==> config.mk <==
export PLATFORM = sky130hd
export DESIGN_NAME = vbc_ctl
export DESIGN_NICKNAME = d
export VERILOG_FILES = /design/src/verilog/vbc_pkg.sv /design/src/verilog/vbc_ctl.sv
export SDC_FILE = /design/constraint.sdc
export NUM_CORES = 1
export LEC_CHECK = 0
export BUFFER_PORTS_ARGS = -buffer_cell sky130_fd_sc_hd__buf_2
export CAP_MARGIN = 25
export CORE_ASPECT_RATIO = 1.1
export CORE_MARGIN = 4
export CORE_UTILIZATION = 54
export DETAILED_ROUTE_END_ITERATION = 8
export PLACE_DENSITY = 0.74
export SLEW_MARGIN = 20
export SYNTH_ARGS = -nofsm -noshare
export SYNTH_HDL_FRONTEND = slang
export SYNTH_SLANG_ARGS = --single-unit
==> constraint.sdc <==
create_clock -name clk_i -period 3.1 [get_ports clk_i]
set_input_delay 0.31 -clock clk_i [delete_from_list [all_inputs] [get_ports clk_i]]
set_output_delay 0.31 -clock clk_i [all_outputs]
set_load 0.02 [all_outputs]
==> src/verilog/vbc_pkg.sv <==
// Package with register map, field layouts, timing counts and carrier types.
package vbc_pkg;
  // ==========================================================
  // Register byte offsets on the Avalon-MM slave.
  localparam logic [7:0] OFS_CTRL = 8'h00;
  localparam logic [7:0] OFS_STATUS = 8'h04;
  localparam logic [7:0] OFS_VOICE_IN = 8'h08;
  localparam logic [7:0] OFS_VOICE_OUT = 8'h0c;
  localparam logic [7:0] OFS_TX_BITS = 8'h10;
  localparam logic [7:0] OFS_RX_IQ = 8'h14;
  localparam logic [7:0] OFS_RAMP = 8'h18;
  localparam logic [7:0] OFS_AFC = 8'h1c;
  localparam logic [7:0] OFS_BAT_V = 8'h20;
  localparam logic [7:0] OFS_BAT_ID = 8'h24;
  localparam logic [7:0] OFS_BAT_T = 8'h28;
  // ==========================================================
  // Field positions and reset values.
  localparam int RAMP_IDX_LSB = 16;
  localparam int RX_Q_LSB = 16;
  localparam logic [7:0] CTRL_RESET = 8'h00;
  localparam int VOICE_W = 13;
  localparam int DAC_W = 10;
  localparam int AFC_W = 13;
  localparam int TXW_W = 16;
  localparam int RAMP_DEPTH = 16;
  // ==========================================================
  // Timing: clock and the two sample rates.
  localparam int CLK_HZ = 10000000;
  localparam int VOICE_HZ = 8000;
  localparam int BIT_HZ = 270000;
  localparam int VOICE_DIV = CLK_HZ / VOICE_HZ;
  localparam int BIT_DIV = CLK_HZ / BIT_HZ;
  // ==========================================================
  // Carrier types.
  typedef struct packed {
    logic [3:0] play_gain;  // Playback gain step, shared by earpiece and aux out.
    logic tx_en;            // Lets the transmit modulator consume bits.
    logic aux_out_hi;       // 1 selects +6 dB, 0 selects -15 dB.
    logic aux_in_hi;        // 1 selects +26 dB, 0 selects 0 dB.
    logic in_sel;           // 1 selects the auxiliary input, 0 the microphone.
  } ctrl_t;
  typedef struct packed {
    logic [DAC_W-1:0] i;
    logic [DAC_W-1:0] q;
  } iq_t;
  typedef struct packed {
    logic [VOICE_W-1:0] mic;
    logic [VOICE_W-1:0] aux;
    iq_t rx;
    logic [DAC_W-1:0] bat_v;
    logic [DAC_W-1:0] bat_id;
    logic [DAC_W-1:0] bat_t;
    logic burst;
  } pins_t;
endpackage
==> src/verilog/vbc_ctl.sv <==
// Voiceband and baseband converter control: transmit FIFO and top level.
//
// Decided for this implementation: the register addresses and the Avalon-MM register port.
`timescale 1ns/1ps

// ==========================================================
// Small synchronous FIFO with valid/ready on both sides.
module vbc_fifo #(
  parameter int W = 16,
  parameter int DEPTH = 4
) (
  input wire logic clk_i,
  input wire logic rst_n_i,
  input wire logic in_valid_i,
  output logic in_ready_o,
  input wire logic [W-1:0] in_data_i,
  output logic out_valid_o,
  input wire logic out_ready_i,
  output logic [W-1:0] out_data_o
);
  localparam int AW = $clog2(DEPTH);
  logic [W-1:0] mem [DEPTH];  // Storage words.
  logic [AW-1:0] wr_ptr;      // Next slot to fill.
  logic [AW-1:0] rd_ptr;      // Oldest slot.
  logic [AW:0] count;         // Words held; full and empty come from it.
  wire push = in_valid_i && in_ready_o;
  wire pop = out_valid_o && out_ready_i;
  assign in_ready_o = (count != (AW+1)'(DEPTH));
  assign out_valid_o = (count != '0);
  assign out_data_o = mem[rd_ptr];

  // Pointers wrap at DEPTH, so a non power of two depth also works.
  always_ff @(posedge clk_i) begin
    if (!rst_n_i) begin
      wr_ptr <= '0;
      rd_ptr <= '0;
      count <= '0;
    end else begin
      if (push) begin
        wr_ptr <= (wr_ptr == AW'(DEPTH-1)) ? '0 : wr_ptr + AW'(1);
      end
      if (pop) begin
        rd_ptr <= (rd_ptr == AW'(DEPTH-1)) ? '0 : rd_ptr + AW'(1);
      end
      count <= count + (AW+1)'(push) - (AW+1)'(pop);
    end
  end

  // Data storage needs no reset.
  always_ff @(posedge clk_i) begin
    if (push) begin
      mem[wr_ptr] <= in_data_i;
    end
  end
endmodule  // vbc_fifo

// ==========================================================
// Top level: Avalon-MM slave plus converter datapaths.
module vbc_ctl #(
  parameter int VOICE_DIV = vbc_pkg::VOICE_DIV,
  parameter int BIT_DIV = vbc_pkg::BIT_DIV,
  parameter int FIFO_DEPTH = 4
) (
  input wire logic clk_i,
  input wire logic rst_n_i,
  input wire logic [7:0] address_i,
  input wire logic read_i,
  input wire logic write_i,
  input wire logic [31:0] writedata_i,
  output logic [31:0] readdata_o,
  output logic waitrequest_o,
  input wire vbc_pkg::pins_t pins_i,
  output logic in_sel_o,
  output logic aux_in_hi_o,
  output logic aux_out_hi_o,
  output logic [3:0] play_gain_o,
  output logic [vbc_pkg::VOICE_W-1:0] voice_dac_o,
  output vbc_pkg::iq_t tx_iq_o,
  output logic [vbc_pkg::DAC_W-1:0] ramp_dac_o,
  output logic [vbc_pkg::AFC_W-1:0] afc_dac_o
);
  // ==========================================================
  // Declarations.
  vbc_pkg::pins_t sync1;  // First synchroniser stage, read only by sync2.
  vbc_pkg::pins_t sync2;  // Pins safe to use.
  vbc_pkg::ctrl_t ctrl;   // Control register.
  logic waitreq;          // Registered waitrequest.
  logic [31:0] rdata;     // Registered read data.
  logic [10:0] voice_cnt; // Divider for the 8 kHz voice tick.
  logic [5:0] bit_cnt;    // Divider for the 270 kHz bit tick.
  logic [vbc_pkg::VOICE_W-1:0] voice_in;   // Last captured voice sample.
  logic [vbc_pkg::VOICE_W-1:0] voice_pend; // Next playback sample.
  logic voice_new;        // Sticky: fresh voice sample waiting.
  vbc_pkg::iq_t rx_iq;    // Last captured receive sample pair.
  logic rx_new;           // Sticky: fresh receive pair waiting.
  logic [vbc_pkg::DAC_W-1:0] ramp_mem [vbc_pkg::RAMP_DEPTH];  // Envelope store.
  logic [3:0] ramp_idx;   // Current envelope position.
  logic ramp_run;         // Envelope playing.
  logic burst_q;          // Previous burst strobe level for edge detect.
  logic [vbc_pkg::TXW_W-1:0] tx_shift;  // Bits being modulated, LSB first.
  logic [4:0] tx_left;    // Bits remaining in tx_shift.
  logic [2:0] tx_hist;    // Last three bits, the table index.
  logic [1:0] tx_quad;    // Carrier phase quadrant.
  vbc_pkg::iq_t tx_iq;    // DAC pair register.
  logic [vbc_pkg::AFC_W-1:0] afc;  // Frequency DAC code.
  logic [vbc_pkg::TXW_W-1:0] fifo_word;
  logic fifo_in_ready;
  logic fifo_out_valid;
  // Top bit of the ramp index field in a ramp write word.
  localparam int RAMP_IDX_HI = vbc_pkg::RAMP_IDX_LSB + 3;

  // ==========================================================
  // Lookup-based GMSK mapping: the history picks a pulse-shaped point,
  // the quadrant rotates it. Table contents trade accuracy for area.
  function automatic vbc_pkg::iq_t gmsk_lut(input logic [1:0] quad, input logic [2:0] hist);
    logic [9:0] a;
    logic [9:0] b;
    vbc_pkg::iq_t r;
    a = 10'h000;
    b = 10'h000;
    r = '0;
    case (hist)
      3'h0: begin a = 10'h1ff; b = 10'h000; end
      3'h1: begin a = 10'h1d9; b = 10'h0c4; end
      3'h2: begin a = 10'h16a; b = 10'h16a; end
      3'h3: begin a = 10'h0c4; b = 10'h1d9; end
      3'h4: begin a = 10'h1d9; b = 10'h3c4; end
      3'h5: begin a = 10'h1ff; b = 10'h03c; end
      3'h6: begin a = 10'h16a; b = 10'h0c4; end
      default: begin a = 10'h0c4; b = 10'h16a; end
    endcase
    case (quad)
      2'h0: begin r.i = a; r.q = b; end
      2'h1: begin r.i = 10'h000 - b; r.q = a; end
      2'h2: begin r.i = 10'h000 - a; r.q = 10'h000 - b; end
      default: begin r.i = b; r.q = 10'h000 - a; end
    endcase
    return r;
  endfunction

  // ==========================================================
  // Decode and selection.
  wire hit_ctrl = (address_i == vbc_pkg::OFS_CTRL);
  wire hit_tx = (address_i == vbc_pkg::OFS_TX_BITS);
  wire hit_vin = (address_i == vbc_pkg::OFS_VOICE_IN);
  wire hit_vout = (address_i == vbc_pkg::OFS_VOICE_OUT);
  wire hit_rx = (address_i == vbc_pkg::OFS_RX_IQ);
  wire hit_ramp = (address_i == vbc_pkg::OFS_RAMP);
  wire hit_afc = (address_i == vbc_pkg::OFS_AFC);
  // A transmit write waits while the FIFO is full, so back-pressure reaches software.
  wire wr_block = write_i && hit_tx && !fifo_in_ready;
  wire take = (read_i || write_i) && waitreq && !wr_block;
  wire wr_done = write_i && !waitreq;
  wire rd_done = read_i && !waitreq;
  wire voice_tick = (voice_cnt == 11'(VOICE_DIV - 1));
  wire bit_tick = (bit_cnt == 6'(BIT_DIV - 1));
  wire burst_rise = sync2.burst && !burst_q;
  wire [vbc_pkg::VOICE_W-1:0] voice_sel = ctrl.in_sel ? sync2.aux : sync2.mic;
  // The modulator pulls a word only while enabled, so a disabled path lets the FIFO fill.
  wire tx_pull = (tx_left == 5'h00) && ctrl.tx_en;
  wire tx_load = tx_pull && fifo_out_valid;
  wire tx_step = bit_tick && ctrl.tx_en && (tx_left != 5'h00);
  wire [31:0] status = {27'h0, !fifo_in_ready, !fifo_out_valid, ramp_run, rx_new, voice_new};
  logic [31:0] rd_mux;
  always_comb begin
    if (hit_ctrl) begin
      rd_mux = {24'h0, ctrl};
    end else if (address_i == vbc_pkg::OFS_STATUS) begin
      rd_mux = status;
    end else if (hit_vin) begin
      rd_mux = {19'h0, voice_in};
    end else if (hit_vout) begin
      rd_mux = {19'h0, voice_pend};
    end else if (hit_rx) begin
      rd_mux = {6'h0, rx_iq.q, 6'h0, rx_iq.i};
    end else if (hit_ramp) begin
      rd_mux = {12'h0, ramp_idx, 6'h0, ramp_dac_o};
    end else if (hit_afc) begin
      rd_mux = {19'h0, afc};
    end else if (address_i == vbc_pkg::OFS_BAT_V) begin
      rd_mux = {22'h0, sync2.bat_v};
    end else if (address_i == vbc_pkg::OFS_BAT_ID) begin
      rd_mux = {22'h0, sync2.bat_id};
    end else if (address_i == vbc_pkg::OFS_BAT_T) begin
      rd_mux = {22'h0, sync2.bat_t};
    end else begin
      rd_mux = 32'h0000_0000;  // Unmapped reads return zero.
    end
  end

  // ==========================================================
  // Outputs straight from registers; gain selects are the control bits.
  assign readdata_o = rdata;
  assign waitrequest_o = waitreq;
  assign in_sel_o = ctrl.in_sel;
  assign aux_in_hi_o = ctrl.aux_in_hi;
  assign aux_out_hi_o = ctrl.aux_out_hi;
  assign play_gain_o = ctrl.play_gain;
  assign tx_iq_o = tx_iq;
  assign afc_dac_o = afc;

  // ==========================================================
  // Transmit FIFO between the bus and the modulator.
  vbc_fifo #(.W(vbc_pkg::TXW_W), .DEPTH(FIFO_DEPTH)) tx_fifo (
    .clk_i(clk_i),
    .rst_n_i(rst_n_i),
    .in_valid_i(wr_done && hit_tx),
    .in_ready_o(fifo_in_ready),
    .in_data_i(writedata_i[vbc_pkg::TXW_W-1:0]),
    .out_valid_o(fifo_out_valid),
    .out_ready_i(tx_pull),
    .out_data_o(fifo_word)
  );

  // Two-flop synchroniser for every pin input.
  always_ff @(posedge clk_i) begin
    if (!rst_n_i) begin
      sync1 <= '0;
      sync2 <= '0;
    end else begin
      sync1 <= pins_i;
      sync2 <= sync1;
    end
  end

  // Bus handshake: accept one cycle after the request, answer for one cycle.
  always_ff @(posedge clk_i) begin
    if (!rst_n_i) begin
      waitreq <= 1'b1;
      rdata <= 32'h0000_0000;
    end else begin
      waitreq <= !take;
      if (take) begin
        rdata <= rd_mux;
      end
    end
  end

  // Software-written registers take effect on the accepted edge.
  always_ff @(posedge clk_i) begin
    if (!rst_n_i) begin
      ctrl <= vbc_pkg::CTRL_RESET;
      afc <= '0;
    end else if (wr_done) begin
      if (hit_ctrl) begin
        ctrl <= writedata_i[7:0];
      end
      if (hit_afc) begin
        afc <= writedata_i[vbc_pkg::AFC_W-1:0];
      end
    end
  end

  // Rate dividers; both free-run from reset.
  always_ff @(posedge clk_i) begin
    if (!rst_n_i) begin
      voice_cnt <= '0;
      bit_cnt <= '0;
    end else begin
      voice_cnt <= voice_tick ? 11'h000 : voice_cnt + 11'h001;
      bit_cnt <= bit_tick ? 6'h00 : bit_cnt + 6'h01;
    end
  end

  // Voice capture and playback at 8 kHz. Fresh-sample flag: set wins over the read clear.
  always_ff @(posedge clk_i) begin
    if (!rst_n_i) begin
      voice_in <= '0;
      voice_pend <= '0;
      voice_dac_o <= '0;
      voice_new <= 1'b0;
    end else begin
      if (wr_done && hit_vout) begin
        voice_pend <= writedata_i[vbc_pkg::VOICE_W-1:0];
      end
      if (voice_tick) begin
        voice_in <= voice_sel;
        voice_dac_o <= voice_pend;
      end
      voice_new <= voice_tick || (voice_new && !(rd_done && hit_vin));
    end
  end

  // Receive I/Q capture on the 270 kHz tick; set wins over the read clear.
  always_ff @(posedge clk_i) begin
    if (!rst_n_i) begin
      rx_iq <= '0;
      rx_new <= 1'b0;
    end else begin
      if (bit_tick) begin
        rx_iq <= sync2.rx;
      end
      rx_new <= bit_tick || (rx_new && !(rd_done && hit_rx));
    end
  end

  // Modulator: one bit per tick from the FIFO word; stalls while disabled,
  // which lets the FIFO fill and holds further transmit writes in wait.
  always_ff @(posedge clk_i) begin
    if (!rst_n_i) begin
      tx_shift <= '0;
      tx_left <= '0;
      tx_hist <= '0;
      tx_quad <= '0;
      tx_iq <= '0;
    end else if (tx_load) begin
      tx_shift <= fifo_word;
      tx_left <= 5'(vbc_pkg::TXW_W);
    end else if (tx_step) begin
      tx_shift <= {1'b0, tx_shift[vbc_pkg::TXW_W-1:1]};
      tx_left <= tx_left - 5'h01;
      tx_hist <= {tx_hist[1:0], tx_shift[0]};
      tx_quad <= tx_quad + {!tx_shift[0], 1'b1};
      tx_iq <= gmsk_lut(tx_quad, {tx_hist[1:0], tx_shift[0]});
    end
  end

  // Ramp memory write port.
  always_ff @(posedge clk_i) begin
    if (wr_done && hit_ramp) begin
      ramp_mem[writedata_i[RAMP_IDX_HI:vbc_pkg::RAMP_IDX_LSB]] <= writedata_i[9:0];
    end
  end

  // Ramp playback: restart on each rising burst edge, one step per bit tick, hold at the end.
  always_ff @(posedge clk_i) begin
    if (!rst_n_i) begin
      burst_q <= 1'b0;
      ramp_idx <= '0;
      ramp_run <= 1'b0;
      ramp_dac_o <= '0;
    end else begin
      burst_q <= sync2.burst;
      if (burst_rise) begin
        ramp_idx <= 4'h0;
        ramp_run <= 1'b1;
      end else if (ramp_run && bit_tick) begin
        ramp_run <= (ramp_idx != 4'(vbc_pkg::RAMP_DEPTH - 2));
        ramp_idx <= ramp_idx + 4'h1;
      end
      ramp_dac_o <= ramp_mem[ramp_idx];
    end
  end

  // ==========================================================
  // Assertions and covers.
  ack_one_cycle_a: assert property (@(posedge clk_i) disable iff (!rst_n_i)
    !waitreq |=> waitreq) else $error("waitrequest low for more than one cycle");
  full_stall_a: assert property (@(posedge clk_i) disable iff (!rst_n_i)
    waitreq && wr_block |=> waitreq) else $error("write accepted into a full FIFO");
  bit_period_a: assert property (@(posedge clk_i) disable iff (!rst_n_i)
    bit_tick |-> ##37 bit_tick) else $error("bit tick period wrong");
  voice_cap_a: assert property (@(posedge clk_i) disable iff (!rst_n_i)
    voice_tick |=> voice_new && voice_in == $past(voice_sel)) else $error("voice capture");
  input_mux_a: assert property (@(posedge clk_i) disable iff (!rst_n_i)
    voice_tick && ctrl.in_sel |=> voice_in == $past(sync2.aux)) else $error("input mux");
  playback_a: assert property (@(posedge clk_i) disable iff (!rst_n_i)
    voice_tick |=> voice_dac_o == $past(voice_pend)) else $error("playback sample");
  rx_cap_a: assert property (@(posedge clk_i) disable iff (!rst_n_i)
    bit_tick |=> rx_iq == $past(sync2.rx) && rx_new) else $error("rx capture");
  ramp_start_a: assert property (@(posedge clk_i) disable iff (!rst_n_i)
    burst_rise |=> ramp_run && ramp_idx == 4'h0 ##1 ramp_dac_o == ramp_mem[0])
    else $error("ramp start");
  ramp_hold_a: assert property (@(posedge clk_i) disable iff (!rst_n_i)
    !ramp_run && !burst_rise |=> $stable(ramp_idx)) else $error("ramp not held");
  afc_load_a: assert property (@(posedge clk_i) disable iff (!rst_n_i)
    wr_done && hit_afc |=> afc_dac_o == $past(writedata_i[12:0])) else $error("afc load");
  tx_lut_a: assert property (@(posedge clk_i) disable iff (!rst_n_i)
    tx_step && !tx_load |=> tx_iq_o == gmsk_lut($past(tx_quad),
    {$past(tx_hist[1:0]), $past(tx_shift[0])})) else $error("modulator output");
  tx_bit_c: cover property (@(posedge clk_i) disable iff (!rst_n_i) tx_step);
  burst_c: cover property (@(posedge clk_i) disable iff (!rst_n_i) burst_rise ##1 ramp_run);
  fifo_full_c: cover property (@(posedge clk_i) disable iff (!rst_n_i) wr_block);
  voice_rd_c: cover property (@(posedge clk_i) disable iff (!rst_n_i) rd_done && hit_vin);
endmodule  // vbc_ctl

# == Word level (Yosys, flattened, before mapping) ==
# Memory sizes are Yosys's and may differ from the RTL's. A register that Yosys moved wholly into a read port is not among the register bits.
# Cells that the tools add are included.
# word_totals
reg_bits,344
ram_bits,224
in_bits,121
output_inout_bits,96
elab_cells,171
n_memories,2
# classes
addsub,11
n_eq_ne,24
muxes,34
bitwise,2
reduce_logical,52
# mem_list
memory,depth,word_bits,rd,rd_ports_with_merged_regs,wr,line_no,source
ramp_mem,16,10,1,1,1,vbc_ctl.sv:96,logic [vbc_pkg::DAC_W-1:0] ramp_mem [vbc_pkg::RAMP_DEPTH];
tx_fifo.mem,4,16,1,1,1,vbc_ctl.sv:22,logic [W-1:0] mem [DEPTH];
# ops
op,n
two-way mux 26 bit,5
two-way mux 10 bit,9
one-hot mux 20 bit (3 select lines),1
one-hot mux 10 bit (5 select lines),1
== test 8 x 5 -> 1 bit (second input constant),4
two-way mux 16 bit,2
one-hot mux 9 bit (3 select lines),1
two-way mux 13 bit,2
== test 8 x 6 -> 1 bit (second input constant),3
logical AND 1 bit,20
two-way mux 20 bit,1
subtractor 1 x 10 -> 10 bit (first input constant),2
== test 8 x 4 -> 1 bit (second input constant),2
OR reduction 2 bit,8
adder 11 x 1 -> 11 bit (second input constant),1
== test 11 bit (second input constant),1
logical NOT 1 bit,10
two-way mux 5 bit,2
== test 3 bit (second input constant),3
== test 8 x 3 -> 1 bit (second input constant),1
logical NOT 8 bit,1
two-way mux 2 bit,4
adder 6 x 1 -> 6 bit (second input constant),1
== test 2 bit (second input constant),3
other kinds (22),35

# == Longest topological paths before layout ==
# Gate-level depths: netlist of the first run.
# depth
depth_word,11
mapped_depth,12
depth_no_buf,11

# == Cells and area by module ==
# A second synthesis of the first run with hierarchy kept.
# hier_totals
hier_cells,1814
hier_area_um2,21864.7
# modules_own_cells
mod,n_inst,cells_per_inst,area_per_inst_um2,seq_area_each_um2
vbc_ctl,1,1678,19070.8,11571.1
vbc_fifo,1,136,2793.9,2102.0

# == Worst setup path before layout of the first run ==
# Ideal clock, no wire load.
# synth_timing
path_kind,input port to flip-flop
from,input address_i[5]
to,memory ramp_mem[1][0] in the netlist's numbering (enable)
setup_time_ns,0.390
t_arrival_ns,2.431
t_required_ns,2.710
setup_slack_ns,0.279
cell_stages,7
n_path_buf,3
cell_sequence,buf_4 > or4b_1 > buf_6 > nor3_2 > buf_4 > nand4b_1 > nor3_1
# synth_between
elab_chain_cells,4
# synth_lines
element,line_no,source
from (decl),vbc_ctl.sv:66,"input wire logic [7:0] address_i,"
== test 8 x 5 -> 1 bit,vbc_ctl.sv:148,wire hit_ramp = (address_i == vbc_pkg::OFS_RAMP);
logical AND 1 bit,vbc_ctl.sv:320,if (wr_done && hit_ramp) begin
two-way mux 1 bit,vbc_ctl.sv:320,
two-way mux 1 bit (implied by the code),vbc_ctl.sv:321,ramp_mem[writedata_i[RAMP_IDX_HI:vbc_pkg::RAMP_IDX_LSB]] <= writedata_i[9:0];
to (decl),vbc_ctl.sv:96,
# No other way between the ends.

==> flow_summary_export.csv, run 1 <==
group,metric,value,unit
cells_and_area,syn2layout_area_growth,19.5,%
cts,clock_latency,620,ps
route,drtIter0Drc,1297,
cts,h-tree-depth,2,
global_route,grt_max_degree,123,
global_route,antenna_found_initial,1,
cells_and_area,finalNonFillerCells,2655,
route,wl_per_cell,21.2,um
worst_hold_path,hold_class,"in2reg",
logic_synthesis,syn_area,0.0220,mm2
cells_and_area,final_cell_mix,"346 x dfxtp_1, 224 x edfxtp_1, 194 x buf_2, 191 x nand2_1, 176 x and2_1",
route,drt_wl_total,56.4,mm
timing,fmax,426,MHz
placed_design,gp_congestion,0.948,
cts,holdBufCountCts,82,
logic_synthesis,syn_inst,1827,
cells_and_area,final_common_cell,"dfxtp_1",
logic_synthesis,ys_seq_elements,571,
placed_design,placed_cells,2464,
power,leakage,9.63,nW
floorplan,ioPinCount,217,
cts,clk_pin_slew,60,ps
cells_and_area,nets,2231,
setup_path,ff2ff_setup_slack,750,ps
placed_design,place_hpwl,37.2,mm
setup_path,crit_type,"reg2reg",
timing,period_share,75.7,%
logic_synthesis,synth_flop_cell,"dfxtp_1",
timing,rsz0062_at_grt,"false",
timing,relSlewSlack,37.6,%
timing,finalHoldViolations,0,
setup_path,crit_path_start_kind,"flip-flop",
timing,finalClockSkew,21.2,ps
cts,cts_tree,"built",
timing,fin_ws,754,ps
setup_path,cp_max_fo,20,
timing,report.final.slew_viol_count,0,
global_route,overflow,0,
route,drt-pass1-iter-count,5,
setup_path,r2r_start,"ramp_idx[0]$_SDFFE_PP0P_",
floorplan,dieArea,0.0441,mm2
logic_synthesis,synth_warnings,0,
setup_path,crit_start,"ramp_idx[0]$_SDFFE_PP0P_",
global_route,grt_pass1_wl,86.7,mm
cts,cts_setup_buffers,0,
cells_and_area,finalInstanceArea,0.0264,mm2
cts,numCtsBuffers,57,
power,powerDensity,593,mW/mm2
power,vdd_drop_max,0.698,mV
setup_path,worst_ep_arrival_time,2850,ps
setup_path,setup.worst_path.end,"ramp_dac_o[3]$_SDFF_PN0_",
cts,cts_root_buf,"clkbuf_16",
setup_path,reg2reg_depth,4,
timing,setup_viol,0,
cts,cts_sinks,571,
global_route,grtUsageTotal,25.2,%
logic_synthesis,synth-edff-count,224,
route,postRouteAntennaNets,0,
floorplan,start_util,54.7,%
status,status,"complete, no violations",
power,power,15.6,mW
route,avgViaCountPerCell,5.70,
logic_synthesis,synth.distinct_cells,77,
cells_and_area,final_core_util,65.4,%
cts,cts_resized,0,
global_route,grt_pass1_vias,15000,
timing,fin_hold_ws,36.6,ps
placed_design,place_ws,359,ps
floorplan,die_x,201,um
setup_path,crit_path_end_kind,"flip-flop",
route,vias,15100,
route,drc,0,
floorplan,die_height,220,um
cts,clock_path_buffers,3,
logic_synthesis,synthArstFlopShare,0,%
timing,finalCriticalPeriod,2350,ps
logic_synthesis,yosysSeqAreaShare,62.0,%
placed_design,numPortBuffers,195,
logic_synthesis,synth_area_per_cell,12.1,um2
cells_and_area,drive_gt1_share,20.6,%
setup_path,crit_required,3610,ps
setup_path,rr_endpoint,"ramp_dac_o[3]$_SDFF_PN0_",
floorplan,core-area,0.0403,mm2
timing,worst_pin_slew,933,ps
placed_design,dpl_cell_area,0.0236,mm2
job,maxCapViolCount,0,
floorplan,rows,77,
timing,final.setup.tns,0,ps
report_power, final:
| part | switching, mW | internal, mW | total (mW) |
|---|---|---|---|
| combinational | 0.342 | 0.240 | 0.583 |
| clock | 2.94 | 4.16 | 7.10 |
| sequential | 0.0415 | 7.90 | 7.94 |
logic make-up (layout without fill, tap and decap cells):
| kind of cell | count (synthesis) | in the layout | synth area share [%] |
|---|---|---|---|
| AO/OA/AOI/OAI | 307 | 307 | 9.24 |
| XOR/XNOR | 23 | 23 | 0.914 |
| adder cells (fa/ha/maj) | 17 | 17 | 0.999 |
| buffers and inverters | 165 | 471 | 3.27 |
| flip-flops | 571 | 571 | 62.0 |
| multiplexers | 108 | 108 | 8.65 |
| other | 1 | 10 | 0.0170 |
| AND/OR/NAND/NOR | 635 | 635 | 14.9 |
worst min-delay path by stage:
stage                               startpoint                      endpoint  cells after the start
after CTS                      writedata_i[11]  tx_fifo.mem[2][11]$_DFFE_PP_                      1
after global placement    sync1[17]$_SDFF_PN0_          sync2[17]$_SDFF_PN0_                      1
final                          writedata_i[11]  tx_fifo.mem[2][11]$_DFFE_PP_                      1
after floorplan                 writedata_i[0]      ramp_mem[0][0]$_DFFE_PP_                      0
after detailed placement  sync1[72]$_SDFF_PN0_          sync2[72]$_SDFF_PN0_                      1
after global routing           writedata_i[11]  tx_fifo.mem[2][11]$_DFFE_PP_                      1
layout make-up:
type	instances	area, um2
Fill cell	2868	13900
Sequential cell	571	13700
Multi-Input combinational cell	1099	7680
Timing Repair Buffer	334	2270
Clock buffer	77	1600
Tap cell	513	642
Clock inverter	30	364
Inverter	30	115
Antenna cell	1	2.50
metal layers:
layer / wire length, um / GRT usage, % / vias up
li1: - / - / 7034
met4: 1720 / 8.26 / 0
met2: 28000 / 43.3 / 552
met3: 4090 / 4.30 / 105
met1: 22600 / 33.1 / 7433
met5: 0 / 0 / -
flip-flops by register name, summed over array words and instances (netlist names), 2 cells and up, named ones only:
register	cells
voice_in	13
tx_left	5
tx_fifo.rd_ptr	2
rx_iq	20
tx_iq_o	20
tx_fifo.mem	64
ramp_dac_o	10
voice_cnt	11
ramp_mem	160
voice_dac_o	13
tx_fifo.count	3
play_gain_o	4
sync2	77
voice_pend	13
tx_quad	2
tx_fifo.wr_ptr	2
afc_dac_o	13
readdata_o	23
sync1	77
ramp_idx	4
bit_cnt	6
tx_hist	2
tx_shift	16
critical path: stages (launching register included):
cell and delay (ps):
dfxtp_2 690, buf_12 270, mux4_2 580, mux4_2 500
and2_1 170
synthesized netlist by cell type, types with 11 or more instances:
cell type  instances  area [um2]
dfxtp_1          347        6950
edfxtp_1         224        6730
nand2_1          191         717
and2_1           176        1100
nor2_1           126         473
a21oi_1          101         505
clkbuf_1          95         357
mux4_2            66        1490
o21ai_0           50         250
mux2i_1           42         420
inv_1             30         113
a211oi_1          24         180
nand3_1           24         120
nor2b_1           22         138
a22oi_1           21         158
nor3_1            18        90.1
buf_4             16         120
ha_1              16         200
nand2b_1          16         100
buf_2             15        75.1
xor2_1            12         105
a21boi_0          11        82.6
xnor2_1           11        96.3
Note: power is estimated with default switching activity, not from simulation.
==> inputs of run 2 (changes only) <==
- CORE_UTILIZATION: 54 -> 53
- PLACE_DENSITY: 0.74 -> 0.76
- clock period: 3.1 -> 2.1 ns (I/O delays scaled with it)
==> run 2 against run 1 <==
Utilization rose by 0.32 points. Clock-buffer cell count fell by 9. Maximum frequency rose by 15%. Clock skew fell by 1.9 ps. Register-to-register slack got worse by 690 ps. Global-route usage fell by 0.18 points. First-iteration DRC count rose by 6.4%. Cell area rose by 2.8%. Largest power group unchanged. Wire length rose by 1.6%.
==> flow_summary_export.csv, run 2 (synthesized netlist as in run 1, its figures left out) <==
group,metric,value,unit
worst_hold_path,hold_class,"in2reg",
timing,relSlewSlack,57.8,%
global_route,grtUsageTotal,25.1,%
job,maxCapViolCount,0,
cells_and_area,final_common_cell,"dfxtp_1",
power,vdd_drop_max,0.798,mV
floorplan,ioPinCount,217,
setup_path,crit_type,"reg2reg",
route,drc,0,
timing,worst_pin_slew,632,ps
setup_path,max_stage_delay,510,ps
timing,finalClockSkew,19.3,ps
placed_design,numPortBuffers,195,
floorplan,core-area,0.0412,mm2
setup_path,rr_endpoint,"tx_fifo.count[1]$_SDFF_PN0_",
placed_design,gp_congestion,0.949,
setup_path,crit_family,"adder cells",
cts,h-tree-depth,2,
global_route,overflow,0,
cts,cts_sinks,571,
route,avgViaCountPerCell,5.64,
setup_path,cp_max_fo,4,
floorplan,start_util,53.5,%
setup_path,r2r_start,"tx_fifo.count[0]$_SDFF_PN0_",
placed_design,place_ws,-409,ps
cts,cts_tree,"built",
route,wl_per_cell,21.0,um
setup_path,crit_path_end_kind,"flip-flop",
timing,finalCriticalPeriod,2030,ps
timing,period_share,96.8,%
global_route,grt_max_degree,153,
setup_path,crit_buf_inv,2,
floorplan,die_x,202,um
cells_and_area,final_cell_mix,"342 x dfxtp_1, 224 x edfxtp_1, 194 x buf_2, 191 x nand2_1, 171 x and2_1",
cells_and_area,nets,2265,
power,leakage,9.85,nW
route,drt-pass1-iter-count,7,
setup_path,reg2reg_depth,8,
placed_design,place_hpwl,38.0,mm
route,drt_wl_total,57.3,mm
timing,finalHoldViolations,0,
timing,fin_ws,67.6,ps
cells_and_area,largest_reg_flops,160,
cts,cts_root_buf,"clkbuf_16",
power,powerDensity,844,mW/mm2
route,postRouteAntennaNets,0,
floorplan,dieArea,0.0449,mm2
setup_path,cp_cell_sequence,"or3_4, nand3_4, inv_4, ha_4, inv_2, ha_4, fa_2, and2_4",
global_route,grt_pass1_wl,87.7,mm
cts,clock_latency,620,ps
cells_and_area,n_antenna_cell,0,
cells_and_area,syn2layout_area_growth,22.8,%
setup_path,worst_ep_arrival_time,2580,ps
setup_path,crit_path_frequent_cell,"ha_4",
worst_hold_path,holdPathStages,4,
setup_path,crit_required,2650,ps
floorplan,rows,78,
timing,final.setup.tns,0,ps
route,vias,15400,
cts,clock_path_buffers,3,
global_route,grt_pass1_vias,15200,
cells_and_area,drive_gt1_share,23.5,%
cts,clk_pin_slew,60,ps
timing,rsz0062_at_grt,"false",
global_route,antenna_found_initial,2,
setup_path,ff2ff_setup_slack,70,ps
floorplan,die_height,222,um
cts,numCtsBuffers,55,
timing,report.final.slew_viol_count,0,
setup_path,cp_slowest_cell,"fa_2",
timing,setup_viol,0,
route,drtIter0Drc,1380,
timing,fin_hold_ws,32.4,ps
setup_path,crit_path_start_kind,"flip-flop",
worst_hold_path,hp-start,"read_i",
status,status,"complete, no violations",
worst_hold_path,hold_end,"rx_new$_SDFF_PN0_",
timing,fmax,492,MHz
## run 2: cell types whose count changed in the layout (fill, tap and decap cells not counted), sizes merged
cell         delta
clkinv          -1
clkbuf          -9
clkinvlp        +6
dlygate4sd3     +1
buf            +35
diode           -1
## run 2: worst max-delay path by stage
stage	depth (start not counted)	slack (ps)	from	to
global placement	7	-420	address_i[6]	ramp_mem[0][3]$_DFFE_PP_
floorplan	6	-300	address_i[6]	ramp_mem[0][0]$_DFFE_PP_
detailed placement	7	-410	address_i[6]	ramp_mem[0][3]$_DFFE_PP_
global route	10	3	tx_left[1]$_SDFFE_PP0P_	tx_fifo.count[1]$_SDFF_PN0_
CTS	10	6	tx_left[0]$_SDFFE_PP0P_	tx_fifo.count[1]$_SDFF_PN0_
finish	8	70	tx_fifo.count[0]$_SDFF_PN0_	tx_fifo.count[1]$_SDFF_PN0_
## run 2: stage by stage
step | total power [mW] | instance area, um2 | instances | util, %
floorplan | 12.4 | 22300 | 1835 | -
global placement | 12.7 | 24300 | 2546 | 59.0
detailed placement | 12.7 | 24300 | 2546 | 59.0
CTS | 23.0 | 27000 | 2732 | 65.7
global route | 23.6 | 27100 | 2733 | 65.8
finish | 22.8 | 27100 | 2733 | 65.8
## run 2: worst reg2reg max path, cell delays in order, from the launching register on
cell     delay (ps)
dfxtp_2         330
or3_4           420
nand3_4         110
inv_4            40
ha_4            250
inv_2            40
ha_4            150
fa_2            510
and2_4          130
## run 2: cell type report
class	count	area [um2]
fill	2987	14100
sequential	571	13700
multi-input combinational	1099	7880
timing repair buffer	370	2800
clock buffer	68	1520
tap	560	701
clock inverter	35	384
inverter	30	118
## run 2: metal layers
metal / GRT usage, % / share of wire (%) / vias to the layer above
met5: 0 / 0.023 / -
met3: 4.81 / 7.6 / 111
li1: - / - / 7118
met1: 32.4 / 40 / 7553
met4: 8.24 / 3.2 / 2
met2: 42.8 / 50 / 621
## run 2: timing repair
action	in CTS	in global routing
hold endpoints to repair	107	0
hold buffers	83	0
setup buffers	0	1
setup endpoints to repair	0	14
resized for setup	0	10
## run 2: power breakdown
part | switching (mW) | internal [mW] | leakage [nW] | total (mW)
clock | 4.29 | 5.92 | 0.915 | 10.2
combinational | 0.525 | 0.390 | 4.09 | 0.915
sequential | 0.0640 | 11.7 | 4.85 | 11.7
total | 4.88 | 18.0 | 9.85 | 22.8
==> inputs of run 3 (changes only) <==
- SETUP_SLACK_MARGIN: unset -> 0.5
==> run 3 against run 2 <==
Final cell count increased by 3.7%. Combinational power grew 13%. First-iteration DRC count rose by 38%. Maximum frequency decreased by 2.9%. Clock power about the same. Wire length rose by 15%. Clock skew shrank 4.6 ps. Clock-buffer cell count increased by 2. Critical path type unchanged. Largest power group unchanged.
==> flow_summary_export.csv, run 3 (synthesized netlist as in run 1, its figures left out) <==
group,metric,value,unit
power,cell_internal_pwr,18.0,mW
power,seq_power_share,51.3,%
global_route,overflow,0,
timing,report.final.slew_viol_count,0,
route,drt_wl_total,65.8,mm
power,p_sw,4.89,mW
global_route,antenna_found_initial,1,
route,vias,16500,
timing,fmax,478,MHz
setup_path,cp_max_fo,6,
setup_path,max_stage_delay,530,ps
placed_design,dpl_cell_area,0.0244,mm2
power,powerDensity,784,mW/mm2
global_route,grtUsageMet3,4.45,%
placed_design,numPortBuffers,195,
cells_and_area,finalInstanceArea,0.0292,mm2
job,maxCapViolCount,0,
setup_path,cp_slowest_cell,"mux4_2",
cts,cts_root_buf,"clkbuf_16",
power,leakage,10.7,nW
cells_and_area,syn2layout_area_growth,32.4,%
setup_path,crit_required,2600,ps
cells_and_area,final_cell_mix,"333 x dfxtp_1, 224 x edfxtp_1, 193 x buf_2, 166 x nand2_1, 161 x and2_1",
status,status,"complete, no violations",
cells_and_area,finalNonFillerCells,2835,
setup_path,worst_ep_arrival_time,2590,ps
floorplan,die_height,222,um
timing,rsz0062_at_grt,"true",
timing,finalHoldViolations,0,
power,pwr-share-clk,44.3,%
setup_path,crit_buf_inv,3,
cts,h-tree-depth,2,
route,avgViaCountPerCell,5.82,
timing,relSlewSlack,48.7,%
placed_design,place_hpwl,38.5,mm
power,switching_share,21.4,%
timing,period_share,99.7,%
global_route,grtUsageTotal,27.5,%
setup_path,crit_type,"reg2reg",
cells_and_area,nets,2367,
timing,finalClockSkew,14.7,ps
global_route,grt_pass1_vias,16300,
cts,clk_pin_slew,60,ps
cells_and_area,regArea,0.0137,mm2
timing,fin_hold_ws,59.2,ps
floorplan,ioPinCount,217,
cts,cts_sinks,571,
cts,clock_latency,610,ps
cells_and_area,largest_reg_flops,160,
setup_path,cp_cell_sequence,"buf_12, buf_12, buf_16, mux4_2, mux4_2, and2_4",
timing,setup_viol,0,
global_route,gr-usage-met1,35.5,%
worst_hold_path,hold_class,"in2reg",
route,wl_per_cell,23.2,um
route,drc,0,
cells_and_area,nFillCells,2623,
cells_and_area,multiInputGateArea,0.00844,mm2
placed_design,placed_cells,2548,
floorplan,core-area,0.0412,mm2
cells_and_area,final_common_cell,"dfxtp_1",
route,postRouteAntennaNets,0,
route,drt-pass1-iter-count,6,
global_route,gr-usage-met2,46.7,%
timing,finalCriticalPeriod,2090,ps
floorplan,dieArea,0.0449,mm2
cts,numCtsBuffers,53,
setup_path,crit_path_start_kind,"flip-flop",
power,vdd_drop_max,0.788,mV
setup_path,crit_path_end_kind,"flip-flop",
route,drtIter0Drc,1899,
floorplan,start_util,53.5,%
setup_path,crit_family,"multiplexers",
placed_design,gp_congestion,0.955,
cells_and_area,drive_gt1_share,31.1,%
cts,clock_path_buffers,3,
power,p_comb_share,4.5,%
global_route,grt_max_degree,60,
cts,cts_tree,"built",
global_route,busiest_layer,"met2",
timing,worst_pin_slew,762,ps
floorplan,rows,78,
global_route,grt_pass1_wl,96.0,mm
floorplan,die_x,202,um
-- run 3: cell types whose count changed in the layout (fill, tap and decap cells not counted), sizes merged --
cell / change
diode: +1
inv: -1
nor2: +2
clkinv: -4
clkinvlp: -2
and2: +4
clkbuf: +11
buf: +89
bufinv: +2
-- run 3: tightest hold or removal path, cell delays in order --
cell	delay, ps
buf_4	230
nand2_1	110
o21ai_1	50
-- run 3: cell type report --
type	instances	share of cell area [%]
clock buffers	70	4.97
diodes	1	0.00857
repair buffers	468	15.0
flip-flops and latches	571	46.9
multi-input cells	1105	28.9
well taps	560	2.40
clock inverters	30	1.35
inverters	30	0.411
-- run 3: per-stage QoR --
| step | worst slack (ps) | TNS, ps | power (mW) | util [%] |
|---|---|---|---|---|
| final | 5.91 | 0 | 22.9 | 70.9 |
| after global routing | -25.9 | -38.8 | 23.5 | 70.9 |
| after CTS | 76.7 | 0 | 22.9 | 68.7 |
| after detailed placement | -363 | -51000 | 12.8 | 59.3 |
| after global placement | -350 | -44720 | 12.7 | 59.3 |
| after floorplan | -302 | -34820 | 12.4 | - |
-- run 3: worst paths after layout --
path | startpoint | endpoint | slack [ps] | cells past startpoint
max | ramp_idx[0]$_SDFFE_PP0P_ | ramp_dac_o[3]$_SDFF_PN0_ | 6 | 6
min | rst_n_i | readdata_o[0]$_SDFFE_PN0P_ | 60 | 3
max reg2reg | ramp_idx[0]$_SDFFE_PP0P_ | ramp_dac_o[3]$_SDFF_PN0_ | 6 | 6
min reg2reg | sync1[67]$_SDFF_PN0_ | sync2[67]$_SDFF_PN0_ | 430 | 1
-- run 3: layer usage --
layer / up-vias / part of all wire (%)
met5: - / 0
met4: 0 / 5.0
met3: 211 / 9.2
met2: 946 / 49
met1: 7991 / 37
li1: 7343 / -
-- run 3: power by group through the flow --
| stage | combinational, mW | sequential (mW) | clock [mW] |
|---|---|---|---|
| floorplan | 0.429 | 12.0 | 0 |
| CTS | 0.957 | 11.7 | 10.2 |
| finish | 1.03 | 11.7 | 10.1 |
| global route | 1.09 | 11.7 | 10.7 |
| global placement | 0.775 | 12.0 | 0 |
| detailed placement | 0.792 | 12.0 | 0 |
-- run 3: what timing repair did --
action | CTS | global route
hold buffers | 83 | 0
endpoints found under the hold margin | 107 | 0
buffers inserted | 45 | 26
pin swaps | 32 | 56
cloned | 22 | 10
setup endpoints to repair | 344 | 381
resized for setup | 91 | 111
